==> src/rtl/ohp_defs.vh <==
`ifndef OHP_DEFS_VH
`define OHP_DEFS_VH

// ==========================================================
// Operation select codes
`define OHP_OP_DECODE 2'h0
`define OHP_OP_ENCODE 2'h1
`define OHP_OP_SEGMENT 2'h2

// ==========================================================
// Control word and placement selector fields
`define OHP_MODE_HI 15
`define OHP_MODE_LO 12
`define OHP_HALF_HI 11
`define OHP_HALF_LO 8
`define OHP_CNT_HI 7
`define OHP_CNT_LO 4
`define OHP_FIRST_HI 3
`define OHP_FIRST_LO 0
`define OHP_MODE_NIBBLE 4'h0
`define OHP_MODE_BYTE 4'h1
`define OHP_NIB_FIELD_MAX 4'h3
`define OHP_BYTE_FIELD_MAX 4'h1
`define OHP_HALF_FIELD_MAX 4'h1

// ==========================================================
// Word counts and constants
`define OHP_GROUP_LAST 4'hf
`define OHP_ZERO_WORD 16'h0000
`define OHP_ONE_WORD 16'h0001
`define OHP_NIB_MASK 16'h000f
`define OHP_BYTE_MASK 16'h00ff
`define OHP_BCD_DIGIT_MAX 4'h9

// ==========================================================
// Seven-segment patterns, segment a in bit 0, bit 7 clear
`define OHP_SEG_0 8'h3f
`define OHP_SEG_1 8'h06
`define OHP_SEG_2 8'h5b
`define OHP_SEG_3 8'h4f
`define OHP_SEG_4 8'h66
`define OHP_SEG_5 8'h6d
`define OHP_SEG_6 8'h7d
`define OHP_SEG_7 8'h27
`define OHP_SEG_8 8'h7f
`define OHP_SEG_9 8'h6f
`define OHP_SEG_A 8'h77
`define OHP_SEG_B 8'h7c
`define OHP_SEG_C 8'h39
`define OHP_SEG_D 8'h5e
`define OHP_SEG_E 8'h79
`define OHP_SEG_F 8'h71

`endif

==> src/rtl/ohp_prio16.v <==
`include "ohp_defs.vh"

// ==========================================================
// Highest set bit of a 16-bit word
module ohp_prio16 (
  input wire [15:0] word_in, // Word to scan
  output reg [3:0] index_out, // Bit number of highest set bit
  output wire any_out // High when any bit is set
);

  integer i;

  assign any_out = (word_in != `OHP_ZERO_WORD);

  // Scan upward so the highest set bit wins
  always @* begin
    index_out = 4'h0;
    for (i = 0; i < 16; i = i + 1) begin
      if (word_in[i]) begin
        index_out = i[3:0];
      end
    end
  end

endmodule

==> src/rtl/ohp_conv.v <==
// Operation
// - Control leftmost digit 0 selects 4-to-16 decode, 1 selects 8-to-256.
// - Execution condition off: nothing happens, destinations unchanged.
// - Each source digit sets one bit of its own result word, clears others.
// - Decode up to four digits from the first digit, wrapping past digit 3.
// - Byte decode sets one bit in a 16-word group, clears other 255.
// - Control fields within 0..3 in digit mode, 0..1 in byte mode.
// - Byte index 0 is the source low byte, 1 the high byte.
// - Decoder faults on bad control word or result words crossing area.
// - Control 0001 decodes a single digit taken from source digit 1.
// - Digit encode writes highest set bit number into chosen result digit.
// - Encode up to four source words into result digits, wrapping past 3.
// - Byte encode finds highest bit of 16 words, writes index as byte.
// - Encode byte index 0 is result low byte, 1 the high byte.
// - Control 0001 encodes one word into result digit 1.
// - Encoder faults on all-zero source, bad control, or area crossing.
// - Indirect pointer not BCD or above the pointer limit ptr_max_in raises the fault.
// - Segment op turns each chosen digit into an 8-bit segment pattern.
// - Selector gives first digit, count and first half; digits wrap.
// - Segment destinations must stay in one area, selector legal, else fault.
// - Segments a..g on bits 0..6, bit 7 always clear.
`include "ohp_defs.vh"

module ohp_conv (
  input wire sys_clk_in, // 40 MHz clock
  input wire resetn_in, // Asynchronous reset, active low
  input wire start_in, // One-cycle request pulse
  input wire exec_cond_in, // Execution condition
  input wire [1:0] op_in, // Operation select
  input wire [15:0] ctrl_in, // Control word or placement selector
  input wire [15:0] src_addr_in, // First source word address
  input wire [15:0] dst_addr_in, // First destination word address
  input wire [15:0] area_lo_in, // First address of the data area
  input wire [15:0] area_hi_in, // Last address of the data area
  input wire indirect_in, // Operand came through a pointer word
  input wire [15:0] ptr_word_in, // Pointer word contents
  input wire [15:0] ptr_max_in, // Highest legal pointer value, BCD
  input wire [15:0] mem_rdata_in, // Read data, one cycle after read strobe
  output wire busy_out, // Operation in progress
  output reg done_out, // One-cycle completion pulse
  output reg fault_flag_out, // Error flag of last executed op
  output reg mem_rd_out, // Word read strobe
  output reg mem_wr_out, // Word write strobe
  output reg [15:0] mem_addr_out, // Word address
  output reg [15:0] mem_wdata_out // Write data
);

  // ==========================================================
  // States
  localparam ST_IDLE = 4'h0;
  localparam ST_RSRC = 4'h1;
  localparam ST_WSRC = 4'h2;
  localparam ST_CSRC = 4'h3;
  localparam ST_RDST = 4'h4;
  localparam ST_WDST = 4'h5;
  localparam ST_CDST = 4'h6;
  localparam ST_WR = 4'h7;
  localparam ST_DONE = 4'h8;

  reg [3:0] state;
  reg [1:0] op;
  reg byte_mode;
  reg [1:0] first;
  reg [1:0] cnt_m1;
  reg half;
  reg [15:0] src_base;
  reg [15:0] dst_base;
  reg [5:0] idx;
  reg [5:0] last;
  reg [15:0] src_word;
  reg [15:0] acc;
  reg [7:0] best;
  reg hit;
  reg err;

  // ==========================================================
  // Helpers
  function [3:0] nib;
    input [15:0] w;
    input [1:0] s;
    begin
      case (s)
        2'h0: nib = w[3:0];
        2'h1: nib = w[7:4];
        2'h2: nib = w[11:8];
        default: nib = w[15:12];
      endcase
    end
  endfunction

  function [7:0] seg;
    input [3:0] d;
    begin
      case (d)
        4'h0: seg = `OHP_SEG_0;
        4'h1: seg = `OHP_SEG_1;
        4'h2: seg = `OHP_SEG_2;
        4'h3: seg = `OHP_SEG_3;
        4'h4: seg = `OHP_SEG_4;
        4'h5: seg = `OHP_SEG_5;
        4'h6: seg = `OHP_SEG_6;
        4'h7: seg = `OHP_SEG_7;
        4'h8: seg = `OHP_SEG_8;
        4'h9: seg = `OHP_SEG_9;
        4'ha: seg = `OHP_SEG_A;
        4'hb: seg = `OHP_SEG_B;
        4'hc: seg = `OHP_SEG_C;
        4'hd: seg = `OHP_SEG_D;
        4'he: seg = `OHP_SEG_E;
        default: seg = `OHP_SEG_F;
      endcase
    end
  endfunction

  function is_bcd;
    input [15:0] w;
    begin
      is_bcd = (w[3:0] <= `OHP_BCD_DIGIT_MAX) && (w[7:4] <= `OHP_BCD_DIGIT_MAX) &&
               (w[11:8] <= `OHP_BCD_DIGIT_MAX) && (w[15:12] <= `OHP_BCD_DIGIT_MAX);
    end
  endfunction

  // ==========================================================
  // Request checks, evaluated in the start cycle
  wire [3:0] c_mode = ctrl_in[`OHP_MODE_HI:`OHP_MODE_LO];
  wire [3:0] c_half = ctrl_in[`OHP_HALF_HI:`OHP_HALF_LO];
  wire [3:0] c_cnt = ctrl_in[`OHP_CNT_HI:`OHP_CNT_LO];
  wire [3:0] c_first = ctrl_in[`OHP_FIRST_HI:`OHP_FIRST_LO];
  wire c_byte = (c_mode == `OHP_MODE_BYTE);

  // Mode digit picks the field limits; anything else is undefined
  wire nib_ok = (c_mode == `OHP_MODE_NIBBLE) && (c_first <= `OHP_NIB_FIELD_MAX) &&
                (c_cnt <= `OHP_NIB_FIELD_MAX);
  wire byte_ok = c_byte && (c_first <= `OHP_BYTE_FIELD_MAX) &&
                 (c_cnt <= `OHP_BYTE_FIELD_MAX);
  wire seg_ok = (c_mode == `OHP_MODE_NIBBLE) && (c_first <= `OHP_NIB_FIELD_MAX) &&
                (c_cnt <= `OHP_NIB_FIELD_MAX) && (c_half <= `OHP_HALF_FIELD_MAX);

  reg ctrl_ok;
  reg [5:0] span_m1;
  reg [15:0] span_base;

  // Number of words the op touches, less one, and where they start
  always @* begin
    ctrl_ok = 1'b0;
    span_m1 = 6'h00;
    span_base = dst_addr_in;
    case (op_in)
      `OHP_OP_DECODE: begin
        ctrl_ok = nib_ok | byte_ok;
        span_m1 = c_byte ? {1'b0, c_cnt[0], `OHP_GROUP_LAST} : {4'h0, c_cnt[1:0]};
      end
      `OHP_OP_ENCODE: begin
        ctrl_ok = nib_ok | byte_ok;
        span_m1 = c_byte ? {1'b0, c_cnt[0], `OHP_GROUP_LAST} : {4'h0, c_cnt[1:0]};
        span_base = src_addr_in;
      end
      `OHP_OP_SEGMENT: begin
        ctrl_ok = seg_ok;
        span_m1 = ({5'h00, c_half[0]} + {4'h0, c_cnt[1:0]}) >> 1;
      end
      default: begin
        ctrl_ok = 1'b0;
      end
    endcase
  end

  // Span end may not pass the area end; encoder result word is checked too
  wire [16:0] span_end = {1'b0, span_base} + {11'h000, span_m1};
  wire span_ok = (span_base >= area_lo_in) && (span_end <= {1'b0, area_hi_in}) &&
                 ((op_in != `OHP_OP_ENCODE) ||
                  ((dst_addr_in >= area_lo_in) && (dst_addr_in <= area_hi_in)));
  wire ptr_ok = !indirect_in || (is_bcd(ptr_word_in) && (ptr_word_in <= ptr_max_in));
  wire start_err = !(ctrl_ok && span_ok && ptr_ok);

  // ==========================================================
  // Decoder word generation
  wire [1:0] dec_dig = first + idx[1:0];
  wire dec_sel = first[0] ^ idx[4];
  wire [7:0] dec_byte = dec_sel ? src_word[15:8] : src_word[7:0];
  wire [3:0] dec_nib = nib(src_word, dec_dig);
  wire [15:0] dec_word_nib = `OHP_ONE_WORD << dec_nib;
  wire [15:0] dec_word_byte = (idx[3:0] == dec_byte[7:4]) ?
                              (`OHP_ONE_WORD << dec_byte[3:0]) : `OHP_ZERO_WORD;
  wire [15:0] dec_word = byte_mode ? dec_word_byte : dec_word_nib;

  // ==========================================================
  // Encoder scan of the word just read
  wire [3:0] pe_index;
  wire pe_any;

  ohp_prio16 u_prio (
    .word_in(mem_rdata_in),
    .index_out(pe_index),
    .any_out(pe_any)
  );

  wire [1:0] enc_dig = first + idx[1:0];
  wire [3:0] enc_sh = {enc_dig, 2'b00};
  wire [15:0] enc_nib_acc = (acc & ~(`OHP_NIB_MASK << enc_sh)) |
                            ({12'h000, pe_index} << enc_sh);
  wire [7:0] enc_best = pe_any ? {idx[3:0], pe_index} : best;
  wire enc_hit = hit | pe_any;
  wire enc_bsel = first[0] ^ idx[4];
  wire [15:0] enc_byte_acc = enc_bsel ? {enc_best, acc[7:0]} : {acc[15:8], enc_best};
  wire group_end = (idx[3:0] == `OHP_GROUP_LAST);

  // ==========================================================
  // Segment merge into the destination word just read
  wire [15:0] seg_merged;

  genvar gb;
  generate
    for (gb = 0; gb < 2; gb = gb + 1) begin : g_half
      wire [2:0] pos = {idx[1:0], (gb == 1)};
      wire [2:0] rel = pos - {2'b00, half};
      wire in_rng = (pos >= {2'b00, half}) && (rel <= {1'b0, cnt_m1});
      wire [1:0] sdig = first + rel[1:0];
      wire [7:0] pat = seg(nib(src_word, sdig));
      assign seg_merged[gb*8+7:gb*8] = in_rng ? pat : mem_rdata_in[gb*8+7:gb*8];
    end
  endgenerate

  assign busy_out = (state != ST_IDLE);

  // ==========================================================
  // Sequencer; all writes happen only after every check has passed
  always @(posedge sys_clk_in or negedge resetn_in) begin
    if (!resetn_in) begin
      state <= ST_IDLE;
      op <= 2'h0;
      byte_mode <= 1'b0;
      first <= 2'h0;
      cnt_m1 <= 2'h0;
      half <= 1'b0;
      src_base <= 16'h0000;
      dst_base <= 16'h0000;
      idx <= 6'h00;
      last <= 6'h00;
      src_word <= 16'h0000;
      acc <= 16'h0000;
      best <= 8'h00;
      hit <= 1'b0;
      err <= 1'b0;
      done_out <= 1'b0;
      fault_flag_out <= 1'b0;
      mem_rd_out <= 1'b0;
      mem_wr_out <= 1'b0;
      mem_addr_out <= 16'h0000;
      mem_wdata_out <= 16'h0000;
    end else begin
      done_out <= 1'b0;
      mem_rd_out <= 1'b0;
      mem_wr_out <= 1'b0;
      case (state)
        ST_IDLE: begin
          if (start_in) begin
            op <= op_in;
            byte_mode <= c_byte;
            first <= c_first[1:0];
            cnt_m1 <= c_cnt[1:0];
            half <= c_half[0];
            src_base <= src_addr_in;
            dst_base <= dst_addr_in;
            idx <= 6'h00;
            last <= span_m1;
            hit <= 1'b0;
            err <= 1'b0;
            if (!exec_cond_in) begin
              done_out <= 1'b1;
            end else if (start_err) begin
              fault_flag_out <= 1'b1;
              done_out <= 1'b1;
            end else if (op_in == `OHP_OP_ENCODE) begin
              state <= ST_RDST; // Result word read first; untouched digits keep
            end else begin
              state <= ST_RSRC;
            end
          end
        end
        ST_RSRC: begin
          mem_rd_out <= 1'b1;
          mem_addr_out <= (op == `OHP_OP_ENCODE) ? src_base + {10'h000, idx} : src_base;
          state <= ST_WSRC;
        end
        ST_WSRC: begin
          state <= ST_CSRC;
        end
        ST_CSRC: begin
          if (op == `OHP_OP_DECODE) begin
            src_word <= mem_rdata_in;
            state <= ST_WR;
          end else if (op == `OHP_OP_SEGMENT) begin
            src_word <= mem_rdata_in;
            state <= ST_RDST;
          end else if (!byte_mode) begin
            if (!pe_any) begin
              err <= 1'b1;
              state <= ST_DONE;
            end else begin
              acc <= enc_nib_acc;
              idx <= idx + 6'h01;
              state <= (idx == last) ? ST_WR : ST_RSRC;
            end
          end else begin
            best <= enc_best;
            hit <= enc_hit;
            if (group_end && !enc_hit) begin
              err <= 1'b1;
              state <= ST_DONE;
            end else begin
              if (group_end) begin
                acc <= enc_byte_acc;
                hit <= 1'b0;
              end
              idx <= idx + 6'h01;
              state <= (idx == last) ? ST_WR : ST_RSRC;
            end
          end
        end
        ST_RDST: begin
          mem_rd_out <= 1'b1;
          mem_addr_out <= (op == `OHP_OP_ENCODE) ? dst_base : dst_base + {10'h000, idx};
          state <= ST_WDST;
        end
        ST_WDST: begin
          state <= ST_CDST;
        end
        ST_CDST: begin
          if (op == `OHP_OP_ENCODE) begin
            acc <= mem_rdata_in;
            state <= ST_RSRC;
          end else begin
            acc <= seg_merged;
            state <= ST_WR;
          end
        end
        ST_WR: begin
          mem_wr_out <= 1'b1;
          if (op == `OHP_OP_DECODE) begin
            mem_addr_out <= dst_base + {10'h000, idx};
            mem_wdata_out <= dec_word;
            idx <= idx + 6'h01;
            state <= (idx == last) ? ST_DONE : ST_WR;
          end else if (op == `OHP_OP_ENCODE) begin
            mem_addr_out <= dst_base;
            mem_wdata_out <= acc;
            state <= ST_DONE;
          end else begin
            mem_addr_out <= dst_base + {10'h000, idx};
            mem_wdata_out <= acc;
            idx <= idx + 6'h01;
            state <= (idx == last) ? ST_DONE : ST_RDST;
          end
        end
        ST_DONE: begin
          fault_flag_out <= err;
          done_out <= 1'b1;
          state <= ST_IDLE;
        end
        default: begin
          state <= ST_IDLE;
        end
      endcase
    end
  end

endmodule

==> config.mk <==
export PLATFORM = sky130hd
export DESIGN_NAME = ohp_conv
export DESIGN_NICKNAME = d
export VERILOG_FILES = /design/src/rtl/ohp_prio16.v /design/src/rtl/ohp_conv.v
export VERILOG_INCLUDE_DIRS = /design/src /design/src/rtl
export SDC_FILE = /design/constraint.sdc
export NUM_CORES = 1
export LEC_CHECK = 0
export BUFFER_PORTS_ARGS = -buffer_cell sky130_fd_sc_hd__buf_2
export CAP_MARGIN = 20
export CORE_ASPECT_RATIO = 2
export CORE_UTILIZATION = 55
export DETAILED_ROUTE_END_ITERATION = 10
export GPL_TIMING_DRIVEN = 0
export PLACE_DENSITY = 0.85
export SYNTH_ARGS = -nofsm -noshare
export SYNTH_HDL_FRONTEND = slang
export SYNTH_SLANG_ARGS = --single-unit
==> constraint.sdc <==
create_clock -name sys_clk_in -period 4.34 [get_ports sys_clk_in]
set_input_delay 0.434 -clock sys_clk_in [delete_from_list [all_inputs] [get_ports sys_clk_in]]
set_output_delay 0.434 -clock sys_clk_in [all_outputs]
set_load 0.05 [all_outputs]
==> results.py, run 1 <==
metrics = {
    "sta": {
        "fin_skew_ns": 0.0101,
        "maxSlewHeadroom": 0.249,
        "finalMaxSlewViolations": 0,
        "tightest_slew_ns": 1.11,
        "hold_slack_ns": 0.186,
        "clock.fmax_mhz": 236,
        "finalSetupTns_ns": 0,
        "period_minus_slack_ns": 4.24,
        "rsz0062_at_grt": "true",
        "hold_violations": 0,
        "fin_crit_sh": 0.978,
        "finalSetupViolCount": 0,
        "fin_ws_ns": 0.0966,
    },
    "min_path": {
        "min_path_type": "input port to flip-flop",
        "min_to": "first[0]$_DFFE_PN0P_",
        "min_from": "ctrl_in[0]",
        "holdPathStages": 3,
    },
    "cells_and_area": {
        "final_area_um2": 13800,
        "final_util": 0.672,
        "final_nets": 1838,
        "num-fill-cells": 1765,
        "diodes": 0,
        "area_delta_synth_final_pct": 19.1,
        "drive_gt1_frac": 0.202,
        "finalNonFillerCells": 1855,
    },
    "logic_synthesis": {
        "synth_area_leaders": "dfrtp_1, ha_1, nand2_1, mux2i_1, o21ai_0",
        "syn_inst": 1368,
        "synth_edf_count": 0,
        "syn-cell-area_um2": 11600,
        "synth_seq_cells": 132,
        "yosysMostFrequentCell": "nand2_1",
        "synth_top_area_cell": "dfrtp_1",
        "syn_avg_cell_area_um2": 8.47,
        "ys_warn_count": 0,
        "yosys.area.top_type_share": 0.285,
        "yosys_most_used_dff": "dfrtp_1",
        "synth_common_cells": "nand2_1, dfrtp_1, ha_1, inv_1, nor2_1",
        "ys_seq_area_frac": 0.285,
        "synthArstFlopShare": 1.00,
        "syn_nets": 1630,
        "ys_types": 81,
    },
    "worst_setup_path": {
        "crit_path_end_kind": "flip-flop",
        "reg2reg_from": "idx[0]$_DFFE_PN0P_",
        "cp_max_fo": 10,
        "crit_top_cell": "buf_4",
        "slowest_delay_ns": 0.34,
        "required_ns": 4.69,
        "start_kind": "input port",
        "reg2reg_slack_ns": 0.29,
        "cp.arrival_ns": 4.59,
        "critPathKind": "input port to flip-flop",
        "r2r-end": "acc[6]$_DFFE_PN0P_",
        "cp_cell_sequence": "buf_12, nand2b_4, buf_12, mux2_4, ha_4, a21o_1, a21oi_2, o21bai_1, a21oi_2, nand4b_1, buf_4, nor2_1, o22a_1, ha_4, nand4_1, buf_4, nor2_4, a31oi_2, a2111oi_4, buf_4, nand4_1, a211oi_2",
        "worst_path_max_delay_cell": "a2111oi_4",
        "reg2regPathDepth": 13,
    },
    "cts": {
        "htree_levels": 4,
        "cts_tree": "done",
        "cts.reportedPaths.clkPinSlew_ns": 0.06,
        "clock_latency_ns": 0.44,
        "clkSinkCount": 132,
        "numCtsBuffers": 17,
        "cts_root_buf": "clkbuf_16",
        "cts_buffer_depth": 2,
    },
    "pwr": {
        "power.density_nw_per_um2": 833,
        "p_total_mw": 11.5,
        "p_leak_nw": 6.62,
        "ir_drop_mv": 0.653,
    },
    "floorplanning": {
        "rows": 74,
        "die_height_um": 207,
        "die_area_um2": 21700,
        "die_w_um": 105,
        "initial_core_util": 0.564,
        "core-area_um2": 20600,
        "ioPinCount": 172,
    },
    "job": {
        "drv_cap": 0,
    },
    "placed_design": {
        "io_buffers": 170,
        "globalplace.congestion": 1.02,
        "pre_cts_ws_ns": -1.00,
        "dpl.hpwl_um": 34100,
        "place_area_um2": 12900,
        "dp.cells": 1805,
    },
    "global_routing": {
        "antenna_found_initial": 0,
        "grt_pass1_wl_um": 67100,
        "grt_max_degree": 77,
        "grt_pass1_vias": 12400,
        "grt.total_usage": 0.414,
        "overflow": 0,
    },
    "detailed_routing": {
        "wl_per_cell_um": 23.3,
        "drc": 0,
        "ant_nets": 0,
        "routed_wl_um": 43200,
        "firstDrtPassIters": 5,
        "drt_iter0_markers": 788,
        "via_count": 11800,
        "vias_per_cell": 6.36,
    },
    "outcome": {
        "status": "finished clean",
    },
}
==> cells in the final DEF, fill, tap and decap left out, types with 22 or more instances in the layout <==
| cell type | count |
|---|---|
| a211oi_1 | 27 |
| a21oi_1 | 74 |
| buf_2 | 176 |
| clkbuf_1 | 44 |
| dfrtp_1 | 132 |
| ha_1 | 118 |
| inv_1 | 90 |
| mux2_2 | 33 |
| mux2i_1 | 52 |
| nand2_1 | 194 |
| nand3_1 | 26 |
| nand4_1 | 26 |
| nor2_1 | 81 |
| nor2b_1 | 24 |
| nor3_1 | 22 |
| o21ai_0 | 78 |
| or3_1 | 22 |
| xnor2_1 | 30 |
==> critical path, delay by kind of cell <==
family                   cells  cell delay, ns
AO/OA/AOI/OAI                8            1.49
adder cells (fa/ha/maj)      2            0.50
buffers and inverters        5            0.88
multiplexers                 1            0.33
AND/OR/NAND/NOR              6            0.94
==> cell type report <==
class / count / area, µm² / share of cell area
clock inverters: 14 / 161 / 0.0117
well taps: 266 / 333 / 0.0241
plain buffers: 56 / 263 / 0.0190
flip-flops and latches: 132 / 3300 / 0.239
multi-input cells: 1085 / 7930 / 0.574
inverters: 93 / 349 / 0.0253
repair buffers: 191 / 1040 / 0.0754
clock buffers: 18 / 429 / 0.0311
==> cell families after synthesis <==
| kind of cell | Yosys count | share of synthesized area |
|---|---|---|
| DFF | 132 | 0.285 |
| and+or+nand+nor | 470 | 0.192 |
| muxes | 100 | 0.0995 |
| adders and majority gates | 127 | 0.139 |
| AOI/OAI and AO/OA | 338 | 0.191 |
| buffers and inverters | 151 | 0.0512 |
| xor gates and xnor gates | 50 | 0.0424 |
==> sequential cells by signal, indices dropped and copies added (netlist names), 2 cells and up <==
| name | flops |
|---|---|
| acc | 16 |
| best | 8 |
| cnt_m1 | 2 |
| dst_base | 16 |
| first | 2 |
| idx | 6 |
| last | 4 |
| mem_addr_out | 16 |
| mem_wdata_out | 16 |
| op | 2 |
| src_base | 16 |
| src_word | 16 |
| state | 4 |
==> how the worst max path moves through the flow <==
stage	start	end	slack [ns]	depth (start not counted)
2_1_floorplan	op_in[1]	state[2]$_DFFE_PN0P_	0.008	22
3_3_place_gp	op_in[0]	state[2]$_DFFE_PN0P_	-1.01	22
3_5_place_dp	op_in[0]	state[2]$_DFFE_PN0P_	-1.00	22
4_1_cts	op_in[1]	state[2]$_DFFE_PN0P_	0.003	23
5_1_grt	op_in[1]	state[2]$_DFFE_PN0P_	-0.02	22
6_report	op_in[1]	state[2]$_DFFE_PN0P_	0.1	22
==> per-layer routing <==
layer	part of all wire	wire, µm	track usage
met3	0.061	2630	0.101
met1	0.29	12600	0.342
met4	0.13	5630	0.449
met2	0.52	22300	0.746
met5	0	0	0
==> what timing repair did <==
item,CTS,global route
gates resized for setup,12,25
pin swaps,9,21
setup endpoints to repair,4,6
hold buffers,1,0
hold endpoints to repair,56,0
buffers inserted,8,7
gates cloned,0,0
==> power breakdown <==
part	switching (mW)	leakage (nW)	internal, mW	total, mW
registers	0.609	1.60	1.80	2.41
clock network	0.575	0.290	0.898	1.47
logic	4.89	4.73	2.73	7.62
No activity file was read; power rests on OpenSTA's default activity.
==> run 2: changes to the inputs <==
Settings changed: CTS_BUF_LIST set to sky130_fd_sc_hd__clkbuf_4, PLACE_DENSITY 0.85 to 0.77.
==> results.py, run 2 (synthesis results as in run 1) <==
metrics = {
    "outcome": {
        "status": "finished clean",
    },
    "worst_setup_path": {
        "cp.buffers_inverters": 4,
        "start_kind": "input port",
        "cp.arrival_ns": 4.63,
        "crit_path_end_kind": "flip-flop",
        "slowest_delay_ns": 0.33,
        "required_ns": 4.83,
        "critPathKind": "input port to flip-flop",
        "crit_top_cell": "a21oi_2",
        "worst_path_max_delay_cell": "a2111oi_4",
        "cp_max_fo": 10,
        "cp_cell_sequence": "buf_8, nand2b_4, buf_6, buf_12, mux2_4, ha_1, a21o_1, a21oi_2, o21bai_1, a21oi_2, nand4b_1, nor3_2, xnor2_1, ha_1, a21oi_2, nand2_2, a2111oi_4, nand3_2, a2111oi_4, buf_4, nand4_1, a211oi_2",
        "cp_top_family": "compound AO/OA/AOI/OAI gates",
    },
    "cts": {
        "cts_tree": "done",
        "clock_latency_ns": 0.57,
        "clkSinkCount": 132,
        "numCtsBuffers": 17,
        "cts.reportedPaths.clkPinSlew_ns": 0.11,
        "cts_root_buf": "clkbuf_4",
        "cts_buffer_depth": 2,
        "htree_levels": 4,
    },
    "global_routing": {
        "grt.total_usage": 0.370,
        "overflow": 0,
        "grt_pass1_wl_um": 61200,
        "grt_max_degree": 81,
        "antenna_found_initial": 1,
        "grt_pass1_vias": 11800,
    },
    "placed_design": {
        "dp.cells": 1805,
        "io_buffers": 170,
        "dpl.hpwl_um": 31600,
        "globalplace.congestion": 1.01,
        "place_area_um2": 12900,
        "pre_cts_ws_ns": -0.945,
    },
    "pwr": {
        "p_total_mw": 10.6,
        "ir_drop_mv": 0.693,
        "power_frac_clock": 0.076,
        "p_leak_nw": 6.40,
        "switching_share": 0.546,
        "power.density_nw_per_um2": 799,
        "p_seq_frac": 0.228,
        "internal-power_mw": 4.82,
        "power.switching_mw": 5.80,
        "comb_power_share": 0.696,
    },
    "detailed_routing": {
        "firstDrtPassIters": 6,
        "wl_per_cell_um": 21.4,
        "drc": 0,
        "routed_wl_um": 39500,
        "drt_iter0_markers": 749,
        "ant_nets": 0,
        "vias_per_cell": 6.25,
        "via_count": 11500,
    },
    "floorplanning": {
        "rows": 74,
        "core-area_um2": 20600,
        "initial_core_util": 0.564,
        "die_height_um": 207,
        "ioPinCount": 172,
        "die_area_um2": 21700,
        "die_w_um": 105,
    },
    "cells_and_area": {
        "mostFrequentLayoutCells": "nand2_1, buf_2, dfrtp_1",
        "finalNonFillerCells": 1847,
        "drive_gt1_frac": 0.187,
        "final_nets": 1829,
        "final_util": 0.647,
        "final_area_um2": 13300,
        "area_delta_synth_final_pct": 14.8,
        "final_common_cell": "nand2_1",
    },
    "sta": {
        "period_minus_slack_ns": 4.15,
        "fin_crit_sh": 0.956,
        "finalSetupViolCount": 0,
        "fin_skew_ns": 0.0163,
        "fin_ws_ns": 0.192,
        "tightest_slew_ns": 1.30,
        "clock.fmax_mhz": 241,
        "finalMaxSlewViolations": 0,
        "maxSlewHeadroom": 0.134,
        "hold_violations": 0,
        "hold_slack_ns": 0.0580,
        "finalSetupTns_ns": 0,
    },
    "job": {
        "drv_cap": 0,
    },
    "min_path": {
        "min_path_type": "input port to flip-flop",
    },
}
-- run 2: layout make-up --
type,instances,area (µm²)
timing repair buffer,181,965
tap,266,333
sequential,132,3300
clock buffer,19,143
fill,1838,7260
inverter,93,349
clock inverter,13,116
multi-input combinational,1085,7820
antenna,1,2.50
buffer,57,269
-- run 2: path summary, 6_finish.rpt --
check | start | to | slack [ns] | cells after the start
setup / recovery | op_in[1] | state[2]$_DFFE_PN0P_ | 0.19 | 22
hold / removal | ctrl_in[0] | first[0]$_DFFE_PN0P_ | 0.06 | 3
setup reg to reg | idx[0]$_DFFE_PN0P_ | acc[6]$_DFFE_PN0P_ | 0.25 | 11
hold reg to reg | best[1]$_DFFE_PN0P_ | best[1]$_DFFE_PN0P_ | 0.50 | 2
max in group asynchronous | resetn_in | mem_addr_out[11]$_DFFE_PN0P_ | 3.19 | 3
min in group asynchronous | resetn_in | src_word[11]$_DFFE_PN0P_ | 0.36 | 2
-- run 2: repair_timing --
| action | 4_1_cts | 5_1_grt |
|---|---|---|
| gates resized for setup | 6 | 12 |
| endpoints found under the hold margin | 52 | 0 |
| hold buffers | 1 | 0 |
| endpoints found under the setup margin | 4 | 4 |
| gates cloned | 0 | 0 |
| setup buffers | 4 | 4 |
| pin swaps | 3 | 17 |
-- run 2: power groups by stage --
stage	logic, mW	clock network (mW)	registers (mW)
2_1_floorplan	4.81	0	2.76
5_1_grt	7.97	0.871	2.47
6_report	7.40	0.808	2.42
3_3_place_gp	6.94	0	2.39
4_1_cts	7.17	0.809	2.39
3_5_place_dp	7.13	0	2.42
-- run 2: worst reg2reg max path, cell delays in order (launching register included) --
cell and delay, ns:
dfrtp_1 0.63, inv_1 0.26, ha_1 0.38, xnor3_1 0.40, buf_4 0.19, mux2i_1 0.12
mux2i_1 0.44, ha_1 0.29, mux2_1 0.15, a221oi_1 0.08, a211oi_1 0.86, o31ai_1 0.14
-- run 2: layer usage --
layer,part of all wire,up-vias,global-route usage
met4,0.11,0,0.371
met3,0.052,221,0.0662
met1,0.31,5411,0.316
met2,0.52,543,0.687
met5,0,-,0
li1,-,5360,-
==> run 3: changes to the inputs <==
Settings changed: SLEW_MARGIN set to 10, SYNTH_HIERARCHICAL set to 1.
==> results.py, run 3 <==
metrics = {
    "outcome": {
        "status": "finished clean",
    },
    "cts": {
        "cts_tree": "done",
        "cts_root_buf": "clkbuf_4",
        "cts.reportedPaths.clkPinSlew_ns": 0.12,
        "clkSinkCount": 132,
        "clock_latency_ns": 0.61,
        "htree_levels": 4,
        "cts_buffer_depth": 2,
        "numCtsBuffers": 17,
    },
    "sta": {
        "finalSetupTns_ns": 0,
        "finalMaxSlewViolations": 0,
        "period_minus_slack_ns": 4.34,
        "finalSetupViolCount": 0,
        "fin_crit_sh": 1.00,
        "tightest_slew_ns": 1.05,
        "clock.fmax_mhz": 230,
        "fin_skew_ns": 0.0201,
        "hold_violations": 0,
        "maxSlewHeadroom": 0.290,
    },
    "pwr": {
        "power.density_nw_per_um2": 783,
        "ir_drop_mv": 0.521,
        "p_leak_nw": 6.46,
    },
    "cells_and_area": {
        "mostFrequentLayoutCells": "nand2_1, buf_2, dfrtp_1",
        "finalNonFillerCells": 1819,
        "drive_gt1_frac": 0.206,
        "final_nets": 1801,
        "final_common_cell": "nand2_1",
        "area_delta_synth_final_pct": 15.6,
    },
    "logic_synthesis": {
        "yosysMostFrequentCell": "nand2_1",
        "synth_seq_cells": 132,
        "ys_seq_area_frac": 0.288,
        "syn_nets": 1601,
        "synth_common_cells": "nand2_1, dfrtp_1, ha_1, a21oi_1, inv_1",
        "synth_top_area_cell": "dfrtp_1",
        "syn-cell-area_um2": 11500,
        "yosys_most_used_dff": "dfrtp_1",
        "synth_area_leaders": "dfrtp_1, ha_1, nand2_1, mux2_2, a21oi_1",
        "syn_inst": 1339,
        "syn_avg_cell_area_um2": 8.57,
        "ys_types": 77,
        "yosys.area.top_type_share": 0.288,
        "synth_edf_count": 0,
        "ys_warn_count": 6,
        "synthArstFlopShare": 1.00,
    },
    "floorplanning": {
        "die_w_um": 104,
        "rows": 74,
        "core-area_um2": 20500,
        "initial_core_util": 0.561,
        "ioPinCount": 172,
        "die_area_um2": 21500,
        "die_height_um": 206,
    },
    "min_path": {
        "min_to": "src_base[15]$_DFFE_PN0P_",
        "holdPathStages": 3,
        "min_from": "src_addr_in[15]",
        "min_path_type": "input port to flip-flop",
    },
    "worst_setup_path": {
        "cp_max_fo": 8,
        "critPathKind": "input port to flip-flop",
        "start_kind": "input port",
        "r2r-end": "acc[3]$_DFFE_PN0P_",
        "crit_path_end_kind": "flip-flop",
        "reg2reg_from": "idx[0]$_DFFE_PN0P_",
        "reg2reg_slack_ns": 0.85,
        "required_ns": 4.88,
        "cp.arrival_ns": 4.88,
        "reg2regPathDepth": 11,
    },
    "detailed_routing": {
        "routed_wl_um": 41800,
        "drc": 0,
        "drt_iter0_markers": 630,
        "wl_per_cell_um": 23.0,
        "ant_nets": 0,
        "firstDrtPassIters": 7,
        "vias_per_cell": 6.24,
        "via_count": 11400,
    },
    "placed_design": {
        "globalplace.congestion": 1.04,
        "dp.cells": 1777,
        "dpl.hpwl_um": 33500,
        "io_buffers": 171,
    },
    "global_routing": {
        "overflow": 0,
        "grt.total_usage": 0.402,
        "grt_max_degree": 68,
        "grt_pass1_wl_um": 63800,
        "antenna_found_initial": 2,
        "grt_pass1_vias": 11700,
    },
    "job": {
        "drv_cap": 0,
    },
}
## run 3: worst max path at each step
| stage | slack (ns) | startpoint | to | cells past startpoint |
|---|---|---|---|---|
| 6_report | 0.001 | op_in[1] | state[2]$_DFFE_PN0P_ | 24 |
| 5_1_grt | -0.04 | op_in[1] | state[2]$_DFFE_PN0P_ | 24 |
| 4_1_cts | 0.04 | op_in[1] | state[0]$_DFFE_PN0P_ | 22 |
| 3_5_place_dp | -0.96 | op_in[1] | state[2]$_DFFE_PN0P_ | 23 |
| 3_3_place_gp | -0.91 | op_in[1] | state[0]$_DFFE_PN0P_ | 23 |
| 2_1_floorplan | 0.09 | op_in[1] | done_out$_DFF_PN0_ | 22 |
## run 3: critical path: stages
cell and delay, ns:
clkbuf_4 0.15, nand2b_1 0.16, buf_6 0.14, buf_12 0.14
mux2_4 0.32, ha_1 0.28, a21o_1 0.10, a21oi_1 0.09
o21bai_1 0.23, a21oi_2 0.10, or3_4 0.44, nand2b_4 0.17
xnor2_2 0.15, ha_1 0.29, nand4_1 0.10, buf_4 0.17
buf_4 0.11, buf_4 0.10, nor2_1 0.04, o21a_1 0.10
o21a_2 0.25, a2111oi_4 0.31, nand4_1 0.27, a2bb2oi_2 0.21
## run 3: logic make-up after synthesis
| logic type | Yosys count | share of synthesized area |
|---|---|---|
| AOI/OAI and AO/OA | 317 | 0.176 |
| xor gates and xnor gates | 55 | 0.0457 |
| adders and majority gates | 127 | 0.140 |
| buffers and inverters | 150 | 0.0514 |
| DFF | 132 | 0.288 |
| muxes | 96 | 0.106 |
| and+or+nand+nor | 462 | 0.192 |
## run 3: report_power, final
group / total (mW) / switching [mW] / internal, mW
Clock: 0.988 / 0.472 / 0.516
Sequential: 2.40 / 0.628 / 1.77
Combinational: 7.00 / 4.41 / 2.60
## run 3: routing by layer
metal,GRT usage,part of all wire,up-vias
met4,0.444,0.13,0
li1,-,-,5230
met2,0.742,0.52,506
met1,0.331,0.30,5389
met3,0.0915,0.051,225
met5,0,0,-
## run 3: cell type report
class	count	area (µm²)
Antenna cell	2	5.00
Buffer	59	270
Clock buffer	19	143
Clock inverter	12	186
Fill cell	1835	7190
Inverter	89	334
Multi-Input combinational cell	1057	7720
Sequential cell	132	3300
Tap cell	266	333
Timing Repair Buffer	183	980
## run 3: stage by stage
stage	power, mW	instance area [µm²]	util	worst slack, ns	hold WS [ns]
final	10.4	13300	0.649	0.00141	0.0466
after floorplan	7.19	11500	-	0.0878	0.138
after global placement	9.01	12700	0.621	-0.913	0.459
after CTS	10.2	13100	0.641	0.0367	0.00635
after detailed placement	9.18	12700	0.622	-0.958	0.466
after global routing	11.1	13300	0.649	-0.0418	0.00851
## run 3: repair_timing
action / in CTS / in global routing
buffers inserted: 2 / 7
gates cloned: 0 / 0
hold endpoints to repair: 66 / 1
hold buffers: 1 / 1
endpoints found under the setup margin: 3 / 4
pin swaps: 3 / 18
resized for setup: 6 / 23
